$ cat config.mk
export PLATFORM = sky130hd
export DESIGN_NAME = burst_sram_mem_flat
export DESIGN_NICKNAME = d
export VERILOG_FILES = /design/src/design/burst_sram_pkg.sv /design/src/design/burst_link_if.sv /design/src/design/burst_sram_mem.sv /design/src/flat_wrapper.sv
export SDC_FILE = /design/constraint.sdc
export NUM_CORES = 2
export LEC_CHECK = 0
export ABC_AREA = 1
export BUFFER_PORTS_ARGS = -buffer_cell sky130_fd_sc_hd__buf_2
export CAP_MARGIN = 10
export CORE_ASPECT_RATIO = 2
export CORE_MARGIN = 4
export CORE_UTILIZATION = 45
export DETAILED_ROUTE_END_ITERATION = 8
export PLACE_DENSITY_LB_ADDON = 0.05
export REMOVE_ABC_BUFFERS = 1
export SLEW_MARGIN = 10
export SYNTH_ARGS = -nofsm -noshare
export SYNTH_HDL_FRONTEND = slang
export SYNTH_SLANG_ARGS = --single-unit
$ cat constraint.sdc
create_clock -name i_sys_clk -period 4.5 [get_ports i_sys_clk]
set_input_delay 0.45 -clock i_sys_clk [delete_from_list [all_inputs] [get_ports i_sys_clk]]
set_output_delay 0.45 -clock i_sys_clk [all_outputs]
set_load 0.01 [all_outputs]
$ cat src/design/burst_sram_pkg.sv
// constants, encodings and state types shared by both ends of the burst link
// Behaviour
// RL1: one lane: enable low stores all nine bits
// RL2: two lanes: each low enable stores nine bits
// RL3: four lanes: any mix, all high stores nothing
// RL4: lane enables ignored outside a write burst
// RL5: lane enables may change between beats
// RL6: address gets one extra internal low bit
// RL7: beat order fixed: offset zero then one
// RL8: every burst ends after exactly two beats
// RL9: read and write machines run independently
// RL10: sequencing advances on true input clock
// RL11: active-low selects sampled on true edge only
// RL12: write beats on true then complementary edge
// RL13: read beats three and four edges later
// RL14: held output clocks: time data from input
package burst_sram_pkg;
	localparam int LANE_W = 9; // bits per byte lane
	localparam int DEF_DW = 36; // default data width
	localparam int DEF_AW = 4; // default external address width
	localparam logic [1:0] BURST_LEN = 2'h2; // beats per bus cycle
	localparam logic [1:0] CNT_ZERO = 2'h0; // burst counter start
	localparam logic [1:0] CNT_ONE = 2'h1; // one beat done
	localparam logic BEAT0_OFS = 1'h0; // first beat offset
	localparam logic BEAT1_OFS = 1'h1; // second beat offset
	localparam int RD_PIPE = 2; // load-to-launch stages of a read
	localparam logic SEL_ON = 1'h0; // active-low select asserted
	localparam logic SEL_OFF = 1'h1; // select idle
	// write machine states
	typedef enum logic [1:0] {
		W_IDLE = 2'h1,
		W_BEAT1 = 2'h2
	} wr_state_t;
	// read machine states
	typedef enum logic [1:0] {
		R_IDLE = 2'h1,
		R_BEAT1 = 2'h2
	} rd_state_t;
endpackage

$ cat src/design/burst_link_if.sv
// link between the memory controller and the burst static memory port
interface burst_link_if #(
	parameter int DW = burst_sram_pkg::DEF_DW,
	parameter int AW = burst_sram_pkg::DEF_AW
);
	localparam int LANES = DW / burst_sram_pkg::LANE_W; // lane count
	logic k_true; // 1: this cycle is a true-clock edge, 0: complementary
	logic rd_n; // read select, active low
	logic wr_n; // write select, active low
	logic [AW-1:0] addr; // external word-pair address
	logic [DW-1:0] d; // write data beat
	logic [LANES-1:0] lane_store_n; // per-lane store enable, active low
	logic oclk_run; // 1: output clock pair runs, 0: held high
	logic [DW-1:0] q; // read data beat
	logic q_oe; // read data driven
	logic q_edge_true; // output true-clock strobe with beat
	logic q_edge_comp; // output complementary-clock strobe with beat
	// memory end
	modport mem (
		input k_true, rd_n, wr_n, addr, d, lane_store_n, oclk_run,
		output q, q_oe, q_edge_true, q_edge_comp
	);
	// controller end
	modport ctrl (
		output k_true, rd_n, wr_n, addr, d, lane_store_n, oclk_run,
		input q, q_oe, q_edge_true, q_edge_comp
	);
endinterface

$ cat src/design/burst_sram_mem.sv
// memory end: burst write with lane masks, burst read pipeline
module burst_sram_mem #(
	parameter int DW = burst_sram_pkg::DEF_DW,
	parameter int AW = burst_sram_pkg::DEF_AW
) (
	input wire logic i_sys_clk, // system clock
	input wire logic i_rst_n, // async reset, active low
	burst_link_if.mem link, // controller link
	output logic o_wr_busy, // write burst in progress
	output logic o_rd_busy // read burst in progress
);
	localparam int LANES = DW / burst_sram_pkg::LANE_W; // lane count
	localparam int IAW = AW + 1; // internal address width
	localparam int DEPTH = 1 << IAW; // words held

	// refuse organisations the lane logic cannot serve
	if (DW != LANES * burst_sram_pkg::LANE_W || !(LANES == 1 || LANES == 2 || LANES == 4))
		$error("data width must be 9, 18 or 36");
	if (AW < 1)
		$error("address width must be at least 1");

	// whole state of the memory end
	typedef struct packed {
		burst_sram_pkg::wr_state_t ws; // write machine
		logic [1:0] wcnt; // write beat counter
		logic [AW-1:0] waddr; // captured write address
		burst_sram_pkg::rd_state_t rs; // read machine
		logic [1:0] rcnt; // read beat counter
		logic [AW-1:0] raddr; // address of burst being sent
		logic [burst_sram_pkg::RD_PIPE-1:0] dv; // read load delay valids
		logic [burst_sram_pkg::RD_PIPE-1:0][AW-1:0] da; // delayed addresses
		logic [DW-1:0] q; // read data register
		logic q_oe; // read data enable
		logic qt; // true output strobe
		logic qc; // complementary output strobe
		logic wbusy; // write busy flag
		logic rbusy; // read busy flag
		logic [DEPTH-1:0][DW-1:0] mem; // storage array
	} mem_state_t;

	mem_state_t st_r; // registered state
	mem_state_t st_nxt; // next state

	// commands count only on a true-clock edge
	logic wr_go; // write load this edge
	logic rd_go; // read load this edge
	assign wr_go = link.k_true && (link.wr_n == burst_sram_pkg::SEL_ON); // RL10 RL11
	assign rd_go = link.k_true && (link.rd_n == burst_sram_pkg::SEL_ON); // RL10 RL11

	// lane-masked merge of one beat into a stored word
	function automatic logic [DW-1:0] merge_lanes(
		input logic [DW-1:0] old_w,
		input logic [DW-1:0] new_w,
		input logic [LANES-1:0] store_n
	);
		logic [DW-1:0] res;
		res = old_w;
		for (int i = 0; i < LANES; i++) begin
			// low enable stores the nine bits of that lane
			if (!store_n[i]) begin
				res[i*burst_sram_pkg::LANE_W +: burst_sram_pkg::LANE_W] =
					new_w[i*burst_sram_pkg::LANE_W +: burst_sram_pkg::LANE_W]; // RL1 RL2 RL3 RL5
			end
		end
		return res;
	endfunction

	// next-state logic for both machines
	always_comb begin
		logic [IAW-1:0] wa;
		logic [IAW-1:0] ra;
		wa = '0;
		ra = '0;
		st_nxt = st_r;
		// read data floats unless a beat is launched below
		st_nxt.q = '0;
		st_nxt.q_oe = 1'b0;
		st_nxt.qt = 1'b0;
		st_nxt.qc = 1'b0;

		// write machine, independent of the read machine
		unique case (st_r.ws)
			burst_sram_pkg::W_IDLE: begin
				// lane enables outside a burst fall through unused
				if (wr_go) begin // RL4
					wa = {link.addr, burst_sram_pkg::BEAT0_OFS}; // RL6 RL7
					st_nxt.mem[wa] = merge_lanes(st_r.mem[wa], link.d, link.lane_store_n); // RL12
					st_nxt.waddr = link.addr;
					st_nxt.wcnt = burst_sram_pkg::CNT_ONE;
					st_nxt.ws = burst_sram_pkg::W_BEAT1;
					st_nxt.wbusy = 1'b1;
				end
			end
			burst_sram_pkg::W_BEAT1: begin
				// second beat arrives on the complementary edge
				wa = {st_r.waddr, burst_sram_pkg::BEAT1_OFS}; // RL6 RL7
				st_nxt.mem[wa] = merge_lanes(st_r.mem[wa], link.d, link.lane_store_n); // RL5 RL12
				st_nxt.wcnt = st_r.wcnt + burst_sram_pkg::CNT_ONE;
				// count hits two: the bus cycle is over
				if (st_nxt.wcnt == burst_sram_pkg::BURST_LEN) begin // RL8
					st_nxt.ws = burst_sram_pkg::W_IDLE;
					st_nxt.wcnt = burst_sram_pkg::CNT_ZERO;
					st_nxt.wbusy = 1'b0;
				end
			end
		endcase

		// read load delay line, one stage per edge
		st_nxt.dv = {st_r.dv[0], rd_go}; // RL13
		st_nxt.da = {st_r.da[0], link.addr};

		// read machine, free of the write machine
		unique case (st_r.rs)
			burst_sram_pkg::R_IDLE: begin
				// launch first beat at the complementary edge of t+1
				if (st_r.dv[burst_sram_pkg::RD_PIPE-1]) begin // RL9 RL13
					ra = {st_r.da[burst_sram_pkg::RD_PIPE-1], burst_sram_pkg::BEAT0_OFS}; // RL7
					st_nxt.q = st_r.mem[ra];
					st_nxt.q_oe = 1'b1;
					// with output clocks held the beat rides the input edge only
					st_nxt.qc = link.oclk_run; // RL14
					st_nxt.raddr = st_r.da[burst_sram_pkg::RD_PIPE-1];
					st_nxt.rcnt = burst_sram_pkg::CNT_ONE;
					st_nxt.rs = burst_sram_pkg::R_BEAT1;
					st_nxt.rbusy = 1'b1;
				end
			end
			burst_sram_pkg::R_BEAT1: begin
				// second beat at the true edge of t+2
				ra = {st_r.raddr, burst_sram_pkg::BEAT1_OFS}; // RL6 RL7 RL13
				st_nxt.q = st_r.mem[ra];
				st_nxt.q_oe = 1'b1;
				st_nxt.qt = link.oclk_run; // RL14
				st_nxt.rcnt = st_r.rcnt + burst_sram_pkg::CNT_ONE;
				if (st_nxt.rcnt == burst_sram_pkg::BURST_LEN) begin // RL8
					st_nxt.rs = burst_sram_pkg::R_IDLE;
					st_nxt.rcnt = burst_sram_pkg::CNT_ZERO;
					st_nxt.rbusy = 1'b0;
				end
			end
		endcase
	end

	// state register; storage is cleared too so reads are never unknown
	always_ff @(posedge i_sys_clk or negedge i_rst_n) begin // RL10
		if (!i_rst_n) begin
			st_r <= '0;
			st_r.ws <= burst_sram_pkg::W_IDLE;
			st_r.rs <= burst_sram_pkg::R_IDLE;
		end else begin
			st_r <= st_nxt;
		end
	end

	// outputs straight from the state register
	assign link.q = st_r.q;
	assign link.q_oe = st_r.q_oe; // RL11
	assign link.q_edge_true = st_r.qt;
	assign link.q_edge_comp = st_r.qc;
	assign o_wr_busy = st_r.wbusy;
	assign o_rd_busy = st_r.rbusy;
endmodule

$ cat src/flat_wrapper.sv
// flat-port wrapper written by rule: the top's interface ports become plain ports
module burst_sram_mem_flat 
#(
	parameter int DW = burst_sram_pkg::DEF_DW,
	parameter int AW = burst_sram_pkg::DEF_AW
)
  (i_sys_clk, i_rst_n, o_wr_busy, o_rd_busy, link_k_true, link_rd_n, link_wr_n, link_addr, link_d, link_lane_store_n, link_oclk_run, link_q, link_q_oe, link_q_edge_true, link_q_edge_comp);
  burst_link_if #(.DW(DW), .AW(AW)) link_i ();
  input wire logic i_sys_clk;
  input wire logic i_rst_n;
  output logic o_wr_busy;
  output logic o_rd_busy;
  input wire logic [$bits(link_i.k_true)-1:0] link_k_true;
  input wire logic [$bits(link_i.rd_n)-1:0] link_rd_n;
  input wire logic [$bits(link_i.wr_n)-1:0] link_wr_n;
  input wire logic [$bits(link_i.addr)-1:0] link_addr;
  input wire logic [$bits(link_i.d)-1:0] link_d;
  input wire logic [$bits(link_i.lane_store_n)-1:0] link_lane_store_n;
  input wire logic [$bits(link_i.oclk_run)-1:0] link_oclk_run;
  output wire logic [$bits(link_i.q)-1:0] link_q;
  output wire logic [$bits(link_i.q_oe)-1:0] link_q_oe;
  output wire logic [$bits(link_i.q_edge_true)-1:0] link_q_edge_true;
  output wire logic [$bits(link_i.q_edge_comp)-1:0] link_q_edge_comp;
  assign link_i.k_true = link_k_true;
  assign link_i.rd_n = link_rd_n;
  assign link_i.wr_n = link_wr_n;
  assign link_i.addr = link_addr;
  assign link_i.d = link_d;
  assign link_i.lane_store_n = link_lane_store_n;
  assign link_i.oclk_run = link_oclk_run;
  assign link_q = link_i.q;
  assign link_q_oe = link_i.q_oe;
  assign link_q_edge_true = link_i.q_edge_true;
  assign link_q_edge_comp = link_i.q_edge_comp;
  burst_sram_mem #(.DW(DW), .AW(AW)) u_core (.i_sys_clk(i_sys_clk), .i_rst_n(i_rst_n), .link(link_i), .o_wr_busy(o_wr_busy), .o_rd_busy(o_rd_busy));
endmodule
==> reports/qor.txt <==
CP bufs+invs: 1
drt total wl: 304,000 um
synth unique cells: 26
Worst Hold Class: in -> reg
Yosys reg bits: 1,219
syn avg cell area: 6.50 um^2
Cell Pwr Density: 702 nW/um^2
Final Net Count: 10,500
Starting Density: 45.3%
Top Ports: 91
main combinational cell family by area after synthesis: simple AND/OR/NAND/NOR gates
Filler Cell Count: 16,000
minimum clock period: 3.06 ns
Post-Layout Cell Count: 12,600
Num CTS Buffers: 119
Post-DP HPWL: 165,000 um
CP required: 5.14 ns
global route overflow: 0
worst setup margin: 1.44 ns
DR vias/cell: 5.68
Synth Area in XOR/XNOR: 0%
register area share after synthesis: 43.6%
CTS sink count: 1,219
Total GRT Usage: 36.5%
pin count of the biggest net entering global routing: 176
Vias: 71,400
number of global-route vias before repair: 68,300
Final Hold Vio Count: 0
multi-input logic area: 34,800 um^2
cell repeated most along the worst path: nand2_1
status: complete, no violations
Max Cap Violations: 0
Clock transition at path regs: 0.07 ns
Compound-Gate Fraction of Synth Area: 10.1%
drt drc: 0
RSZ-0062 raised after global routing: false
Worst path top cell family by delay: simple AND/OR/NAND/NOR gates
Simple-Gate Fraction of Synth Area: 39.3%
Critical Path Source Type: flip-flop
first-pass GRT wire length: 445,000 um
Worst-Margin Slew: 1.23 ns
Crit. Startpoint: u_core.st_r[1211]
mux cell area share after synthesis: 0%
sequential cell area: 30,500 um^2
area growth from synthesis to final layout: 8.13%
Warnings, synthesis: 0
GPL Wtd Cong: 0.869
Post-Synth Adder-Cell Area: 0%
DIE AREA: 162,000 um^2
Yosys top cell area share: 43.5%
RR Startpoint: u_core.st_r[1211]
Slowest-stage cell, CP: dfrtp_4
setup bufs post-CTS: 0
Wirelength per Cell: 24.2 um
htree depth: 3
DR pass1 iterations: 7
CTS tree: yes
Max VDD drop: 0.409 mV
share of cells above drive strength 1: 6.17%
# port buffers: 90
critical hold path startpoint: link_k_true
Die Span X: 287 um
Post-synth ARST share: 100%
most frequent cells after synthesis: nand2_1, dfrtp_1, o21ai_0
CTS Root Cell: clkbuf_16
Slew Limit Fails: 0
Post-Syn Instances: 10,800
critical-path cell list: buf_12 -> o21ai_0 -> nand2_1 -> nand2_1 -> nand2_1 -> nand2_1 -> o21ai_1 -> nand2_2 -> nand2_1 -> nand2_1
Slowest Stage Delay on Critical Path: 0.85 ns
final period utilization: 68.1%
Clock Latency Late Sink: 0.76 ns
Critical Path Fanout Max: 175
most frequent cell after synthesis: nand2_1
number of synthesized flops with an enable pin: 0
critical path type: reg -> reg
skew final: 0.0314 ns
endpoints failing setup: 0
Area contributors post-synth: dfrtp_1, nand2_1, o21ai_0
Iter 0 DRT Violations: 8,305
FMAX: 0.326 GHz
# rows: 204
clk buf depth: 3
final core area utilization: 49.0%
pre-CTS worst setup slack: 1.35 ns
WP data arrival: 3.70 ns
antenna violations before repair: 7
CTS resizes: 0
DRT antenna net count: 0
Hold Worst Slack: 0.0111 ns
Slew headroom: 18.2%
Placeable Area: 155,000 um^2
hold_buf cts: 6
Cell Area, Synth: 70,000 um^2
kind of end point of the critical path: flip-flop
leakage power: 40.3 nW
Primary FF master, synth: dfrtp_1
Die Height: 566 um
placed cells: 12,300
post-synth top area cell: dfrtp_1
==> worst paths after layout <==
path | cells past startpoint | to | slack, ns
setup / recovery | 10 | u_core.st_r[402] | 1.44
hold / removal | 3 | u_core.st_nxt[1202] | 0.01
setup reg to reg | 10 | u_core.st_r[402] | 1.44
hold reg to reg | 0 | u_core.st_r[1198] | 0.36
max in group asynchronous | 3 | u_core.st_r[189] | 2.81
min in group asynchronous | 2 | u_core.st_r[682] | 0.24
==> registers in the layout, summed over array words and instances (netlist names) <==
| name | count |
|---|---|
| u_core.link.q | 36 |
| u_core.o_wr_busy | 1 |
| u_core.link.q_edge_true | 1 |
| u_core.link.q_oe | 1 |
| u_core.st_nxt | 5 |
| u_core.o_rd_busy | 1 |
| u_core.link.q_edge_comp | 1 |
| u_core.st_r | 1173 |
==> placed cells by master (no fill, tap or decap), types with 7 or more instances in the layout <==
master,netlist,final
o21ai_0,779,779
inv_2,41,42
buf_12,0,44
o21ai_1,100,100
nand3_4,0,12
clkbuf_1,343,22
dfrtp_4,0,8
bufinv_16,0,15
buf_4,125,142
a21oi_1,217,217
clkinv_2,3,24
buf_2,238,87
clkbuf_8,0,33
clkbuf_16,0,119
o211ai_1,207,207
nand2_2,71,77
nand3_1,228,228
dfrtp_1,1217,1207
nand2_1,6301,6295
nor2_4,1,8
inv_6,0,7
nor2_1,563,558
inv_1,239,236
==> metal layers <==
| layer | wire [um] | part of all wire (%) | up-vias | global-route usage (%) |
|---|---|---|---|---|
| met4 | 23800 | 7.8 | 2 | 23.2 |
| met5 | 23 | 0.0076 | - | 0 |
| li1 | - | - | 32600 | - |
| met2 | 145000 | 48 | 3903 | 62.2 |
| met1 | 109000 | 36 | 33800 | 42.8 |
| met3 | 25900 | 8.5 | 1099 | 5.51 |
==> layout make-up <==
type | instances | share of cell area (%)
Clock buffer | 174 | 4.64
Timing Repair Buffer | 281 | 3.26
Sequential cell | 1219 | 40.3
Multi-Input combinational cell | 8489 | 45.9
Inverter | 295 | 1.53
Antenna cell | 6 | 0.0198
Clock inverter | 50 | 0.937
Tap cell | 2060 | 3.40
==> cell families (layout without fill, tap and decap cells) <==
| family | count (synthesis) | in the layout |
|---|---|---|
| AO/OA/AOI/OAI | 1305 | 1305 |
| other | 0 | 6 |
| buffers and inverters | 1063 | 800 |
| AND/OR/NAND/NOR | 7184 | 7184 |
| flip-flops | 1219 | 1219 |
==> through the flow <==
step / setup TNS, ns / power (mW) / area (um^2)
finish: 0 / 53.2 / 75700
detailed placement: 0 / 41.7 / 71400
floorplan: -3012.21 / 34.2 / 66200
global route: 0 / 57.0 / 75700
global placement: 0 / 41.3 / 71400
CTS: 0 / 52.9 / 75700
==> tightest hold or removal path: stages <==
cell and delay, ns:
buf_2 0.10, inv_1 0.06, nor2_1 0.09
==> report_power, final <==
part	switching (mW)	internal [mW]	leakage, nW	total (mW)
registers	3.89	16.0	14.4	19.9
clock network	4.80	6.28	2.08	11.1
logic	15.1	7.03	23.7	22.2
total	23.8	29.3	40.3	53.2
Note: power is estimated with default switching activity, not from simulation.
